<file path="src/fqm_map.svh">
// Register indices, reset values and internal defaults of the quality monitor
// Overview of operation
// [RULE1] Report six-bit signalling word length
// [RULE2] Priority bit reads HP unless hierarchical
// [RULE3] Channel restart clears count, flag, restarts
// [RULE4] Writable 24-bit channel period, reset 0186A0h
// [RULE5] Channel bit error count latched per period
// [RULE6] Channel ready flag after period bits counted
// [RULE7] Host waits for ready before reading result
// [RULE8] Read-only packet sync lock status bit
// [RULE9] Report inversion found and applied at lock
// [RULE10] Hold-lock bit keeps sync locked forever; the code holds lock only while the bit stays set
// [RULE11] Lock after N good correlations, zero means 4
// [RULE12] Unlock after N bad correlations, zero means 5
// [RULE13] Flip inversion after N trials, zero means 40
// [RULE14] Auto mode default; manual drives manual bit
// [RULE15] Bypass bit bypasses outer decoder, default off
// [RULE16] Uncorrectable restart clears counter, self-returns
// [RULE17] Eight-bit uncorrectable counter saturates at 255
// [RULE18] Post-decoding restart clears count, flag, restarts
// [RULE19] 16-bit packet period lengths reset to FFFFh
// [RULE20] Post-decoding bit errors counted in 24 bits
// [RULE21] Bit error ready flag after period packets
// [RULE22] Packet error count, restart and ready flag
// [RULE23] Restart bits read zero soon; zero ignored
`ifndef FQM_MAP_SVH
`define FQM_MAP_SVH
`define FQM_IDX_SIG_LEN 11'h418
`define FQM_IDX_HH_IL 11'h41c
`define FQM_IDX_PRIO 11'h420
`define FQM_IDX_CHAN_RST 11'h424
`define FQM_IDX_CHAN_PER 11'h428
`define FQM_IDX_CHAN_CNT 11'h430
`define FQM_IDX_CHAN_RDY 11'h434
`define FQM_IDX_LOCKED 11'h440
`define FQM_IDX_INV_FOUND 11'h444
`define FQM_IDX_HOLD 11'h448
`define FQM_IDX_LOCK_THR 11'h44d
`define FQM_IDX_UNLOCK_THR 11'h44e
`define FQM_IDX_TRIALS 11'h44f
`define FQM_IDX_INV_CTRL 11'h450
`define FQM_IDX_BYPASS 11'h461
`define FQM_IDX_UNC_RST 11'h464
`define FQM_IDX_UNC_CNT 11'h468
`define FQM_IDX_POST_RST 11'h46c
`define FQM_IDX_POST_PER 11'h470
`define FQM_IDX_POST_CNT 11'h478
`define FQM_IDX_POST_RDY 11'h47c
`define FQM_IDX_PKT_RST 11'h480
`define FQM_IDX_PKT_PER 11'h484
`define FQM_IDX_PKT_CNT 11'h48c
`define FQM_IDX_PKT_RDY 11'h490
`define FQM_IDX_DEINT 11'h4c0
`define FQM_IDX_HP_FEC 11'h417
`define FQM_RST_CHAN_PER 24'h0186a0
`define FQM_RST_PKT_PER 16'hffff
`define FQM_RST_INV_CTRL 2'h1
`define FQM_BIT_INV_AUTO 0
`define FQM_BIT_INV_MANUAL 1
`define FQM_DEF_LOCK_THR 4'h4
`define FQM_DEF_UNLOCK_THR 8'h05
`define FQM_DEF_TRIALS 8'h28
`define FQM_UNC_MAX 8'hff
`endif

</file>
<file path="src/fqm_pkg.sv">
// Types shared by the quality monitor modules
package fqm_pkg;
   typedef enum logic {FQM_SEARCH, FQM_SUPERVISE} fqm_sync_e;
   typedef struct packed {
      logic [5:0] sig_len;
      logic hh_interleave;
      logic hierarchical;
      logic lp_selected;
      logic hp_fec;
      logic symb_deint;
   } fqm_status_s;
   typedef struct packed {
      logic chan_valid;
      logic chan_err;
      logic pkt_valid;
      logic [10:0] pkt_bit_errs;
      logic pkt_uncorrectable;
      logic corr_valid;
      logic corr_ok;
   } fqm_events_s;
   typedef struct packed {
      fqm_sync_e st;
      logic [3:0] good;
      logic [7:0] bad;
      logic [7:0] trial;
      logic inv;
      logic found;
      logic ctrl;
      logic locked;
   } fqm_sync_s;
endpackage : fqm_pkg

</file>
<file path="src/fqm_monitor.sv">
// Quality monitor top: APB register file, uncorrectable counter, windows, sync
//
// Implementation choice: the APB slave port.
`timescale 1ns/1ps
`include "fqm_map.svh"
module fqm_monitor #(
   parameter int ADDR_W = 13
) (
   input wire logic pclk,
   input wire logic presetn,
   input wire logic psel,
   input wire logic penable,
   input wire logic pwrite,
   input wire logic [ADDR_W-1:0] paddr,
   input wire logic [31:0] pwdata,
   output logic [31:0] prdata,
   output logic pready,
   output logic pslverr,
   input wire fqm_pkg::fqm_status_s status,
   input wire fqm_pkg::fqm_events_s events,
   output logic outer_decoder_bypass,
   output logic inversion_ctrl,
   output logic pkt_sync_locked
);
   typedef struct packed {
      logic pready;
      logic [31:0] prdata;
      logic pslverr;
      logic [5:0] sig_len;
      logic hh_il;
      logic prio;
      logic hp_fec;
      logic deint;
      logic chan_rst;
      logic post_rst;
      logic pkt_rst;
      logic unc_rst;
      logic [23:0] chan_per;
      logic [15:0] post_per;
      logic [15:0] pkt_per;
      logic hold;
      logic [3:0] lock_thr;
      logic [7:0] unlock_thr;
      logic [7:0] trials;
      logic [1:0] inv_cfg;
      logic bypass;
      logic [7:0] unc;
   } fqm_top_s;

   fqm_top_s s_r, s_nxt;
   logic [10:0] idx;
   logic [31:0] rdata;
   logic hit;
   logic wr;
   logic [23:0] chan_cnt;
   logic chan_rdy;
   logic [23:0] post_cnt;
   logic post_rdy;
   logic [15:0] pkt_cnt;
   logic pkt_rdy;
   logic locked;
   logic inv_found;
   logic inv_ctrl;

   if (ADDR_W < 13) begin : g_bad_addr_w
      $error("fqm_monitor: ADDR_W too small for map");
   end

   // Word index; every printed offset sits at four times its value
   assign idx = paddr[12:2];

   always_comb begin
      hit = 1'b1;
      rdata = '0;
      unique case (idx)
         `FQM_IDX_SIG_LEN: rdata = {26'h0, s_r.sig_len}; // [RULE1]
         `FQM_IDX_HH_IL: rdata = {31'h0, s_r.hh_il};
         `FQM_IDX_PRIO: rdata = {31'h0, s_r.prio}; // [RULE2]
         `FQM_IDX_HP_FEC: rdata = {31'h0, s_r.hp_fec};
         `FQM_IDX_DEINT: rdata = {31'h0, s_r.deint};
         `FQM_IDX_CHAN_RST: rdata = {31'h0, s_r.chan_rst}; // [RULE23]
         `FQM_IDX_CHAN_PER: rdata = {8'h0, s_r.chan_per};
         `FQM_IDX_CHAN_CNT: rdata = {8'h0, chan_cnt};
         `FQM_IDX_CHAN_RDY: rdata = {31'h0, chan_rdy};
         `FQM_IDX_LOCKED: rdata = {31'h0, locked}; // [RULE8]
         `FQM_IDX_INV_FOUND: rdata = {31'h0, inv_found}; // [RULE9]
         `FQM_IDX_HOLD: rdata = {31'h0, s_r.hold};
         `FQM_IDX_LOCK_THR: rdata = {28'h0, s_r.lock_thr};
         `FQM_IDX_UNLOCK_THR: rdata = {24'h0, s_r.unlock_thr};
         `FQM_IDX_TRIALS: rdata = {24'h0, s_r.trials};
         `FQM_IDX_INV_CTRL: rdata = {30'h0, s_r.inv_cfg};
         `FQM_IDX_BYPASS: rdata = {31'h0, s_r.bypass};
         `FQM_IDX_UNC_RST: rdata = {31'h0, s_r.unc_rst};
         `FQM_IDX_UNC_CNT: rdata = {24'h0, s_r.unc};
         `FQM_IDX_POST_RST: rdata = {31'h0, s_r.post_rst};
         `FQM_IDX_POST_PER: rdata = {16'h0, s_r.post_per};
         `FQM_IDX_POST_CNT: rdata = {8'h0, post_cnt};
         `FQM_IDX_POST_RDY: rdata = {31'h0, post_rdy};
         `FQM_IDX_PKT_RST: rdata = {31'h0, s_r.pkt_rst};
         `FQM_IDX_PKT_PER: rdata = {16'h0, s_r.pkt_per};
         `FQM_IDX_PKT_CNT: rdata = {16'h0, pkt_cnt};
         `FQM_IDX_PKT_RDY: rdata = {31'h0, pkt_rdy};
         default: hit = 1'b0;
      endcase
      // Shift, not a slice: a slice above bit 12 is empty at the default width
      if ((paddr >> 13) != '0) hit = 1'b0;
   end

   always_comb begin
      s_nxt = s_r;
      // Zero-wait slave: ready in the first access cycle only
      s_nxt.pready = psel && !penable && !s_r.pready;
      s_nxt.prdata = (psel && !penable && !pwrite && hit) ? rdata : 32'h0;
      s_nxt.pslverr = psel && !penable && !hit;
      wr = psel && penable && s_r.pready && pwrite && !s_r.pslverr;
      s_nxt.sig_len = status.sig_len; // [RULE1]
      s_nxt.hh_il = status.hh_interleave;
      s_nxt.prio = status.hierarchical && status.lp_selected; // [RULE2]
      s_nxt.hp_fec = status.hp_fec;
      s_nxt.deint = status.symb_deint;
      // Restart bits live for one cycle: a read set up right after the write sees one, any later read zero
      s_nxt.chan_rst = 1'b0;
      s_nxt.post_rst = 1'b0;
      s_nxt.pkt_rst = 1'b0;
      s_nxt.unc_rst = 1'b0;
      if (wr) begin
         unique case (idx)
            `FQM_IDX_CHAN_RST: s_nxt.chan_rst = pwdata[0]; // [RULE3] [RULE23]
            `FQM_IDX_POST_RST: s_nxt.post_rst = pwdata[0]; // [RULE18] [RULE23]
            `FQM_IDX_PKT_RST: s_nxt.pkt_rst = pwdata[0]; // [RULE22] [RULE23]
            `FQM_IDX_UNC_RST: s_nxt.unc_rst = pwdata[0]; // [RULE16] [RULE23]
            `FQM_IDX_CHAN_PER: s_nxt.chan_per = pwdata[23:0]; // [RULE4]
            `FQM_IDX_POST_PER: s_nxt.post_per = pwdata[15:0]; // [RULE19]
            `FQM_IDX_PKT_PER: s_nxt.pkt_per = pwdata[15:0]; // [RULE19]
            `FQM_IDX_HOLD: s_nxt.hold = pwdata[0]; // [RULE10]
            `FQM_IDX_LOCK_THR: s_nxt.lock_thr = pwdata[3:0];
            `FQM_IDX_UNLOCK_THR: s_nxt.unlock_thr = pwdata[7:0];
            `FQM_IDX_TRIALS: s_nxt.trials = pwdata[7:0];
            `FQM_IDX_INV_CTRL: s_nxt.inv_cfg = pwdata[1:0]; // [RULE14]
            `FQM_IDX_BYPASS: s_nxt.bypass = pwdata[0]; // [RULE15]
            default: begin
            end
         endcase
      end
      // A packet arriving with the restart counts into the new interval
      if (s_r.unc_rst) begin
         s_nxt.unc = {7'h0, events.pkt_valid && events.pkt_uncorrectable}; // [RULE16]
      end else if (events.pkt_valid && events.pkt_uncorrectable && s_r.unc != `FQM_UNC_MAX) begin
         s_nxt.unc = s_r.unc + 8'h01; // [RULE17]
      end
   end

   always_ff @(posedge pclk or negedge presetn) begin
      if (!presetn) begin
         s_r <= '{chan_per: `FQM_RST_CHAN_PER, post_per: `FQM_RST_PKT_PER,
                  pkt_per: `FQM_RST_PKT_PER, inv_cfg: `FQM_RST_INV_CTRL, default: '0};
      end else begin
         s_r <= s_nxt;
      end
   end

   assign prdata = s_r.prdata;
   assign pready = s_r.pready;
   assign pslverr = s_r.pslverr;
   assign outer_decoder_bypass = s_r.bypass; // [RULE15]
   assign inversion_ctrl = inv_ctrl;
   assign pkt_sync_locked = locked;

   fqm_window #(.CNT_W(24), .PER_W(24), .ADD_W(1)) u_chan (
      .pclk(pclk),
      .presetn(presetn),
      .restart(s_r.chan_rst),
      .period(s_r.chan_per),
      .tick(events.chan_valid),
      .add(events.chan_err),
      .result(chan_cnt),
      .avail(chan_rdy)
   );

   fqm_window #(.CNT_W(24), .PER_W(16), .ADD_W(11)) u_post (
      .pclk(pclk),
      .presetn(presetn),
      .restart(s_r.post_rst),
      .period(s_r.post_per),
      .tick(events.pkt_valid),
      .add(events.pkt_bit_errs),
      .result(post_cnt),
      .avail(post_rdy)
   );

   fqm_window #(.CNT_W(16), .PER_W(16), .ADD_W(1)) u_pkt (
      .pclk(pclk),
      .presetn(presetn),
      .restart(s_r.pkt_rst),
      .period(s_r.pkt_per),
      .tick(events.pkt_valid),
      .add(events.pkt_uncorrectable),
      .result(pkt_cnt),
      .avail(pkt_rdy)
   );

   fqm_pkt_sync u_sync (
      .pclk(pclk),
      .presetn(presetn),
      .corr_valid(events.corr_valid),
      .corr_ok(events.corr_ok),
      .hold_lock(s_r.hold),
      .lock_thr(s_r.lock_thr),
      .unlock_thr(s_r.unlock_thr),
      .trials(s_r.trials),
      .inv_auto(s_r.inv_cfg[`FQM_BIT_INV_AUTO]),
      .inv_manual(s_r.inv_cfg[`FQM_BIT_INV_MANUAL]),
      .locked(locked),
      .inv_found(inv_found),
      .inv_ctrl(inv_ctrl)
   );

   AST_APB_READY: assert property (@(posedge pclk) disable iff (!presetn)
      psel && !penable && !s_r.pready |=> s_r.pready ##1 !s_r.pready || (psel && !penable))
      else $error("ready not one cycle after setup");
   AST_PRIO_HP: assert property (@(posedge pclk) disable iff (!presetn) // [RULE2]
      !status.hierarchical |=> !s_r.prio) else $error("priority not HP");
   // A period ending with the restart pulse legally keeps ready high
   AST_RESTART_SELF: assert property (@(posedge pclk) disable iff (!presetn) // [RULE23]
      s_r.chan_rst && !events.chan_valid |=> !s_r.chan_rst && !chan_rdy)
      else $error("restart bit stuck");
   AST_CHAN_RESTART: assert property (@(posedge pclk) disable iff (!presetn) // [RULE3]
      $rose(s_r.chan_rst) && !events.chan_valid |=> chan_cnt == 24'h0)
      else $error("channel count not cleared");
   AST_UNC_SAT: assert property (@(posedge pclk) disable iff (!presetn) // [RULE17]
      s_r.unc == `FQM_UNC_MAX && !s_r.unc_rst |=> s_r.unc == `FQM_UNC_MAX)
      else $error("uncorrectable count wrapped");
   AST_UNC_INC: assert property (@(posedge pclk) disable iff (!presetn) // [RULE17]
      events.pkt_valid && events.pkt_uncorrectable && !s_r.unc_rst && s_r.unc < 8'hfe
      |=> s_r.unc == $past(s_r.unc) + 8'h01) else $error("uncorrectable not counted");
   AST_UNC_CLR: assert property (@(posedge pclk) disable iff (!presetn) // [RULE16]
      s_r.unc_rst && !events.pkt_valid |=> s_r.unc == 8'h00)
      else $error("uncorrectable not cleared");
   AST_HOLD_LOCK: assert property (@(posedge pclk) disable iff (!presetn) // [RULE10]
      locked && s_r.hold |=> locked) else $error("held lock dropped");
   AST_MANUAL_INV: assert property (@(posedge pclk) disable iff (!presetn) // [RULE14]
      !s_r.inv_cfg[`FQM_BIT_INV_AUTO] |=> inv_ctrl == $past(s_r.inv_cfg[`FQM_BIT_INV_MANUAL]))
      else $error("manual inversion not applied");
   AST_WR_BYPASS: assert property (@(posedge pclk) disable iff (!presetn) // [RULE15]
      psel && penable && s_r.pready && pwrite && idx == `FQM_IDX_BYPASS && !s_r.pslverr
      |=> outer_decoder_bypass == $past(pwdata[0])) else $error("bypass write lost");

   COV_LOCK: cover property (@(posedge pclk) disable iff (!presetn) $rose(locked));
   COV_CHAN_RDY: cover property (@(posedge pclk) disable iff (!presetn) $rose(chan_rdy));
   COV_UNC_SAT: cover property (@(posedge pclk) disable iff (!presetn) s_r.unc == `FQM_UNC_MAX);
   COV_PKT_RDY: cover property (@(posedge pclk) disable iff (!presetn) $rose(pkt_rdy));
endmodule : fqm_monitor

</file>
<file path="src/fqm_pkt_sync.sv">
// Packet synchronisation state machine with inversion search
`timescale 1ns/1ps
`include "fqm_map.svh"
module fqm_pkt_sync (
   input wire logic pclk,
   input wire logic presetn,
   input wire logic corr_valid,
   input wire logic corr_ok,
   input wire logic hold_lock,
   input wire logic [3:0] lock_thr,
   input wire logic [7:0] unlock_thr,
   input wire logic [7:0] trials,
   input wire logic inv_auto,
   input wire logic inv_manual,
   output logic locked,
   output logic inv_found,
   output logic inv_ctrl
);
   fqm_pkg::fqm_sync_s s_r, s_nxt;
   logic [3:0] lock_n;
   logic [7:0] unlock_n;
   logic [7:0] trials_n;

   always_comb begin
      s_nxt = s_r;
      lock_n = (lock_thr == 4'h0) ? `FQM_DEF_LOCK_THR : lock_thr; // [RULE11]
      unlock_n = (unlock_thr == 8'h00) ? `FQM_DEF_UNLOCK_THR : unlock_thr; // [RULE12]
      trials_n = (trials == 8'h00) ? `FQM_DEF_TRIALS : trials; // [RULE13]
      unique case (s_r.st)
         fqm_pkg::FQM_SEARCH: begin
            if (corr_valid) begin
               if (corr_ok && ({1'b0, s_r.good} + 5'h01 >= {1'b0, lock_n})) begin
                  s_nxt.st = fqm_pkg::FQM_SUPERVISE; // [RULE11]
                  s_nxt.good = '0;
                  s_nxt.bad = '0;
                  s_nxt.trial = '0;
                  s_nxt.found = s_r.ctrl; // [RULE9]
               end else begin
                  s_nxt.good = corr_ok ? s_r.good + 4'h1 : 4'h0;
                  if ({1'b0, s_r.trial} + 9'h001 >= {1'b0, trials_n}) begin
                     s_nxt.trial = '0;
                     s_nxt.good = '0;
                     if (inv_auto) s_nxt.inv = ~s_r.inv; // [RULE13]
                  end else begin
                     s_nxt.trial = s_r.trial + 8'h01;
                  end
               end
            end
         end
         fqm_pkg::FQM_SUPERVISE: begin
            if (corr_valid) begin
               if (corr_ok) begin
                  s_nxt.bad = '0;
               end else if (!hold_lock && ({1'b0, s_r.bad} + 9'h001 >= {1'b0, unlock_n})) begin
                  s_nxt.st = fqm_pkg::FQM_SEARCH; // [RULE12]
                  s_nxt.bad = '0;
                  s_nxt.good = '0;
               end else if (s_r.bad != 8'hff) begin
                  // Held lock keeps counting but never unlocks
                  s_nxt.bad = s_r.bad + 8'h01; // [RULE10]
               end
            end
         end
      endcase
      s_nxt.locked = (s_nxt.st == fqm_pkg::FQM_SUPERVISE); // [RULE8]
      s_nxt.ctrl = inv_auto ? s_nxt.inv : inv_manual; // [RULE14]
   end

   always_ff @(posedge pclk or negedge presetn) begin
      if (!presetn) begin
         s_r <= '{st: fqm_pkg::FQM_SEARCH, default: '0};
      end else begin
         s_r <= s_nxt;
      end
   end

   assign locked = s_r.locked;
   assign inv_found = s_r.found;
   assign inv_ctrl = s_r.ctrl;

   AST_SYNC_LOCK_CAUSE: assert property (@(posedge pclk) disable iff (!presetn) // [RULE11]
      $rose(s_r.locked) |-> $past(corr_valid && corr_ok)) else $error("lock without good corr");
   AST_SYNC_UNLOCK_CAUSE: assert property (@(posedge pclk) disable iff (!presetn) // [RULE12]
      $fell(s_r.locked) |-> $past(!hold_lock && corr_valid && !corr_ok))
      else $error("unlock without bad corr");
   COV_SYNC_FLIP: cover property (@(posedge pclk) disable iff (!presetn) $changed(s_r.inv));
endmodule : fqm_pkt_sync

</file>
<file path="src/fqm_window.sv">
// Windowed error accumulator with latched result and ready flag
`timescale 1ns/1ps
module fqm_window #(
   parameter int CNT_W = 24,
   parameter int PER_W = 24,
   parameter int ADD_W = 1
) (
   input wire logic pclk,
   input wire logic presetn,
   input wire logic restart,
   input wire logic [PER_W-1:0] period,
   input wire logic tick,
   input wire logic [ADD_W-1:0] add,
   output logic [CNT_W-1:0] result,
   output logic avail
);
   typedef struct packed {
      logic [PER_W-1:0] ticks;
      logic [CNT_W-1:0] acc;
      logic [CNT_W-1:0] result;
      logic avail;
   } fqm_win_s;
   fqm_win_s s_r, s_nxt;
   logic [CNT_W:0] sum;
   logic [PER_W:0] next_ticks;
   logic done;

   // Refused at elaboration: the adder and tick counter cannot serve these widths
   if (ADD_W > CNT_W || PER_W < 1) begin : g_bad_widths
      $error("fqm_window: bad widths");
   end

   always_comb begin
      s_nxt = s_r;
      sum = {1'b0, s_r.acc} + {{(CNT_W + 1 - ADD_W){1'b0}}, add};
      next_ticks = {1'b0, s_r.ticks} + {{PER_W{1'b0}}, 1'b1};
      done = tick && (next_ticks >= {1'b0, period});
      if (restart) begin
         // Old period's end still latches; the set beats the clear
         s_nxt.acc = '0;
         s_nxt.ticks = '0;
         s_nxt.result = '0;
         s_nxt.avail = 1'b0;
      end else if (tick) begin
         // Saturate rather than wrap on extreme error loads
         s_nxt.acc = sum[CNT_W] ? {CNT_W{1'b1}} : sum[CNT_W-1:0];
         s_nxt.ticks = next_ticks[PER_W-1:0];
      end
      if (done) begin
         s_nxt.result = sum[CNT_W] ? {CNT_W{1'b1}} : sum[CNT_W-1:0]; // [RULE5] [RULE20] [RULE22]
         s_nxt.avail = 1'b1; // [RULE6] [RULE21] [RULE22]
         s_nxt.acc = '0;
         s_nxt.ticks = '0;
      end
   end

   always_ff @(posedge pclk or negedge presetn) begin
      if (!presetn) begin
         s_r <= '0;
      end else begin
         s_r <= s_nxt;
      end
   end

   assign result = s_r.result;
   assign avail = s_r.avail;

   AST_WIN_AVAIL_CAUSE: assert property (@(posedge pclk) disable iff (!presetn) // [RULE6]
      $rose(s_r.avail) |-> $past(tick)) else $error("ready rose without a tick");
   AST_WIN_RESTART_CLR: assert property (@(posedge pclk) disable iff (!presetn) // [RULE3]
      restart && !tick |=> !s_r.avail && s_r.result == '0)
      else $error("restart did not clear window");
endmodule : fqm_window

</file>
<file path="config.mk">
export PLATFORM = sky130hd
export DESIGN_NAME = fqm_monitor
export DESIGN_NICKNAME = d
export VERILOG_FILES = /design/src/fqm_pkg.sv /design/src/fqm_monitor.sv /design/src/fqm_pkt_sync.sv /design/src/fqm_window.sv
export VERILOG_INCLUDE_DIRS = /design/src
export SDC_FILE = /design/constraint.sdc
export NUM_CORES = 1
export LEC_CHECK = 0
export ABC_CLOCK_PERIOD_IN_PS = 4540
export BUFFER_PORTS_ARGS = -buffer_cell sky130_fd_sc_hd__buf_2
export CORE_MARGIN = 2
export CORE_UTILIZATION = 30
export DETAILED_ROUTE_END_ITERATION = 7
export MAX_ROUTING_LAYER = met4
export PLACE_DENSITY = 0.47
export SKIP_CTS_REPAIR_TIMING = 1
export SLEW_MARGIN = 20
export SYNTH_ARGS = -nofsm -noshare
export SYNTH_HDL_FRONTEND = slang
export SYNTH_SLANG_ARGS = --single-unit
</file>
<file path="constraint.sdc">
create_clock -name pclk -period 4.54 [get_ports pclk]
set_input_delay 0.908 -clock pclk [delete_from_list [all_inputs] [get_ports pclk]]
set_output_delay 0.908 -clock pclk [all_outputs]
set_load 0.03 [all_outputs]
</file>
Yosys cells after proc, flatten, opt, wreduce, memory -nomap -nowiden

Index checks and enable logic that the tools add are counted.

Output and inout port bits: 37
Flip-flop bits (word level): 347
Word-level logic and storage cells: 202
Bits of input ports: 78

$lt $le $gt $ge: 6
Reduce and logical (&&, ||, !) cells: 47
Muxes and demuxes: 58
Add/sub/neg operators: 13
Bitwise operators: 2
Equality and inequality tests: 35

Operator list:

| cell                                           | number |
|---|---|
| case mux 24 bit (27 select lines)              | 1 |
| == test 11 bit (second input constant)         | 27 |
| 2-to-1 mux 32 bit                              | 3 |
| 2-to-1 mux 48 bit                              | 2 |
| 2-to-1 mux 8 bit                               | 12 |
| 2-to-1 mux 84 bit                              | 1 |
| 2-to-1 mux 40 bit                              | 2 |
| 2-to-1 mux 73 bit                              | 1 |
| 2-to-1 mux 24 bit                              | 3 |
| 2-to-1 mux 65 bit                              | 1 |
| 2-to-1 mux 25 bit                              | 2 |
| 2-to-1 mux 49 bit                              | 1 |
| 2-to-1 mux 16 bit                              | 3 |
| adder 16 x 1 -> 17 bit (second input constant) | 2 |
| greater-or-equal comparator 17 x 16 -> 1 bit   | 2 |
| OR reduction 27 bit                            | 1 |
| case mux 13 bit (2 select lines)               | 1 |
| adder 24 x 1 -> 25 bit                         | 1 |
| adder 24 x 1 -> 25 bit (second input constant) | 1 |
| adder 24 x 11 -> 25 bit                        | 1 |
| greater-or-equal comparator 25 x 24 -> 1 bit   | 1 |
| adder 8 x 1 -> 8 bit (second input constant)   | 3 |
| 2-to-1 mux 23 bit                              | 1 |
| 2-to-1 mux 4 bit                               | 5 |
| other kinds (25)                               | 83 |

Longest topological paths before layout

Word-level depth: 8
Mapped depth: 17
Mapped depth without buffers: 15

Cells and area by module

From an unflattened synthesis, not the netlist that was laid out.

Cell total of the unflattened synthesis: 2213
Area, all modules: 21474.3 µm²

Modules (own cells, without submodules):

| module               | instances | seq. area each (µm²) | cells each | area each (µm²) |
|---|---|---|---|---|
| fqm_monitor          | 1         | 3251.9               | 583        | 6800.3 |
| fqm_window at u_chan | 1         | 1826.8               | 564        | 5137.4 |
| fqm_window at u_post | 1         | 1626.6               | 488        | 4319.1 |
| fqm_window at u_pkt  | 1         | 1226.2               | 389        | 3398.3 |
| fqm_pkt_sync         | 1         | 600.6                | 189        | 1819.2 |

Worst setup path before layout

OpenSTA, ideal clock, no wires.

Path type: register to register
Start: reg u_chan.s_r[55] (netlist bit)
End: reg u_chan.s_r, in the netlist u_chan.result[11]
Setup time: 0.133 ns
Slack: 0.912 ns
Data required time: 4.407 ns
Period minus slack after synthesis: 3.628 ns
Cell stages (with the launch flop): 17
Arrival: 3.494 ns
Buffers on the path: 3
Cells stage by stage: dfrtp_1 > buf_2 > nand4_2 > nor4_2 > nand2_1 > nor2_1 > nand3_1 > xnor2_1 > ha_1 > nand3_1 > or3_1 > a2111oi_4 > o21ai_1 > buf_2 > buf_2 > nand3b_1 > o21ai_0

Cells in the longest elaborated chain, start to end: 4
Elaborated cells between the ends (all ways): 5
Classes of those cells: add/sub (1); order compare (1); mux (1); reduce/logical (2)

RTL lines:

| item                                                           | RTL line         | text |
|---|---|---|
| from (decl)                                                    | fqm_window.sv:23 | `fqm_win_s s_r, s_nxt;` |
| from (signal assigned)                                         | fqm_window.sv:61 | `s_r <= s_nxt;` |
| adder 24 x 1 -> 25 bit *                                       | fqm_window.sv:36 | `next_ticks = {1'b0, s_r.ticks} + {{PER_W{1'b0}}, 1'b1};` |
| greater-or-equal comparator 25 x 24 -> 1 bit *                 | fqm_window.sv:37 | `done = tick && (next_ticks >= {1'b0, period});` |
| logical AND 1 bit *                                            | fqm_window.sv:37 |  |
| 2-to-1 mux 73 bit / nonzero test 2 bit (equally long branches) | -                |  |

Every way passes the cells marked *; elsewhere a longest branch is shown, timed or not.
A chain may end at the register's enable or synchronous reset.

Worst setup path in the final report

Start: reg u_chan.s_r[55] (netlist bit)
End: reg u_chan.s_r[52] (netlist bit)

Cells in the longest elaborated chain, start to end: 4
Elaborated cells between the ends (all ways): 5
Classes of those cells: add/sub (1); order compare (1); mux (1); reduce/logical (2)

RTL lines:

| item                                                                            | RTL line |
|---|---|
| adder 24 x 1 -> 25 bit *                                                        | fqm_window.sv:36 |
| greater-or-equal comparator 25 x 24 -> 1 bit *                                  | fqm_window.sv:37 |
| logical AND 1 bit *                                                             | fqm_window.sv:37 |
| nonzero test 3 bit (no source line) / 2-to-1 mux 73 bit (equally long branches) | - |

Marks and branches as above.

==> metrics.txt <==
width of the die=~260 µm; CTS tree=done; Avg WL per Cell=20.7 µm; final net count=2342; share of cells above drive strength 1=16.1%; CP Max Fanout=10; Final Hold Fails=0; initial DRC count=1422; I/O Buffers=96; ys async rst share=100%; Crit path required time=between 5 and 6 ns; TNS Setup=0 ns; CP Capture Type=flip-flop; Max rail drop VDD=approximately 0.22 mV; number of max-slew violations in the final report=0; IO Pins=115; status=finished, final reports clean; GPL Wtd Cong=0.896; area taken by multi-input logic gates=10200 µm²; grt total ovfl=0; Worst Setup Start Kind=flip-flop; Seq/Total Area, Yosys=43.1%; CP Class=reg2reg; clk_skew=0.0220 ns; synthesized area=19800 µm²; routed wire length=63400 µm; Hold Crit Class=in2async; WP data arrival=4.70 ns; CP Launch Point=u_chan.s_r[55]$_DFFE_PN0P_; Max-Cap Viols=0; clock sinks=339; number of global-route vias before repair=16154; first-pass GRT wire length=98400 µm; Initial Utilization=30.2%; register area=8530 µm²; yosys synthesis warning count=0; largest net degree at the start of global routing=107; Vias per Instance=5.34; chip height=~260 µm; Final setup viols=0; num rows=94; RSZ-0062 raised after global routing=no; number of flops mapped to enable cells by yosys=0; antenna cells=0; CTS max path bufs=3; CTS H-Tree Depth=2; Static Leakage=10.1 nW; Die ar.=slightly below 70000 µm²; worst slack at placement=0.194 ns; antenna-violating nets left=0; Final min period=4.22 ns; Syn Inst Count=between 2000 and 2500; flops & latches, synth=339; first-pass detailed-route iteration total=5; final total power=8.39 mW; Tot GR Track Use=19.3%; CTS Buf Count=43; most common flop cell mapped by yosys=dfrtp_1; Root Buffer=clkbuf_16; Vias=16363; final critical-path share of the clock period=93.0%; antenna violations before repair=1; Core Box Area=65500 µm²; detailed placer's ending HPWL=46200 µm; Worst-path clk slew=0.06 ns; drt drc=0; relative slew slack=30.9%; later-pin clock latency in the skew report=0.58 ns; pwr dens=370 nW/µm²; fmax=237 MHz; setup slack after layout=0.318 ns; Layout Area Growth over Synthesis=14.5%; worst-margin pin slew=approximately 1.0 ns; average size of a mapped cell=9.39 µm²; Yosys cell types=95; Worst R2R Start=u_chan.s_r[55]$_DFFE_PN0P_; fillers=6629
[power breakdown]
part           switching [mW]  internal, mW  total (mW)
Clock                    1.41          2.21        3.63
Sequential              0.306          3.25        3.56
Combinational           0.712         0.497        1.21
Total                    2.43          5.96        8.39
[Yosys cell counts, types with 35 or more instances]
library cell,count,area (µm²)
mux2_2,41,462
ha_1,98,1230
xor2_1,43,377
nand3_1,97,485
dfrtp_1,300,7510
xnor2_1,66,578
nand2_1,213,800
a22oi_1,49,368
clkbuf_1,64,240
inv_1,106,398
nor3_1,65,325
a21oi_1,71,355
o21ai_0,172,861
nor2_1,131,492
buf_4,35,263
a22o_1,64,561
dfstp_2,39,1020
[per-stage QoR]
step	hold WS, ns	util [%]	instance area [µm²]	std cells
after global routing	0.407	34.6	22700	3064
final	0.397	34.6	22700	3064
after detailed placement	0.476	32.3	21100	2983
after floorplan	0.447	-	19800	2114
after CTS	0.393	34.5	22600	3063
after global placement	0.460	32.3	21100	2983
[sequential cells by signal (all words and copies together), names as in the netlist]
register and count:
u_chan.avail 1, u_chan.result 24, pslverr 1, u_chan.s_r 48
u_post.avail 1, u_post.s_r 40, s_r 101, u_sync.inv_found 1
u_pkt.avail 1, outer_decoder_bypass 1, u_sync.s_r 22, prdata 24
pready 1, u_pkt.result 16, u_post.result 24, u_pkt.s_r 32
u_sync.inv_ctrl 1
[cell type report]
type	count	area share [%]
Clock buffer	69	5.80
Clock inverter	11	0.767
Timing Repair Buffer	146	4.19
Tap cell	864	4.77
Multi-Input combinational cell	1528	45.0
Inverter	107	1.77
Sequential cell	339	37.7
[path summary, 6_finish.rpt]
path                                                to  slack (ns)  cells past startpoint
min in group pclk                    s_r[95]$_DFF_PN0_        0.43                      1
max                         u_chan.s_r[52]$_DFFE_PN0P_        0.32                     14
max in group asynchronous  u_pkt.result[1]$_DFFE_PN0P_        3.14                      2
min                                  s_r[95]$_DFF_PN0_        0.40                      1
min reg2reg                 u_post.s_r[35]$_DFFE_PN0P_        0.48                      2
max reg2reg                 u_chan.s_r[52]$_DFFE_PN0P_        0.32                     14
[worst max-delay path: stages, from the launching register on]
cell       delay, ns
dfrtp_1         0.49
nand4_2         0.15
nor4_2          0.36
nand2_1         0.13
nor2_1          0.31
nand3_1         0.23
xnor2_1         0.19
ha_1            0.30
nand3_1         0.09
or3_1           0.47
a2111oi_4       0.54
or3_1           0.39
buf_4           0.26
nor3_1          0.06
a21o_1          0.15
[per-layer routing]
layer  vias up  share of wire [%]  global-route usage [%]
met5         -                  0                       -
met4         0                2.1                    4.83
met3        74                4.3                    2.18
met2       362                 46                    30.2
met1      8194                 48                    26.7
li1       7733                  -                       -
[cells in the final DEF (no fill, tap or decap), types with 26 or more instances in the layout]
master,count
dfrtp_1,300
and3_1,26
buf_2,95
nor3_1,64
nor2_1,129
nand4_1,34
a22oi_1,49
o21ai_0,172
a22o_1,64
buf_4,44
clkbuf_16,44
dfstp_2,39
mux2_2,41
nand2_1,213
xnor2_1,66
a21oi_1,71
inv_1,106
ha_1,98
xor2_1,43
nand3_1,97
[cells by family after synthesis]
logic type	synth area share [%]
and+or+nand+nor	18.4
AOI/OAI and AO/OA	18.8
DFF	43.1
buffers and inverters	5.74
xor gates and xnor gates	4.82
adders and majority gates	6.30
muxes	2.84
other	0.0189
No activity file was read; power rests on OpenSTA's default activity.
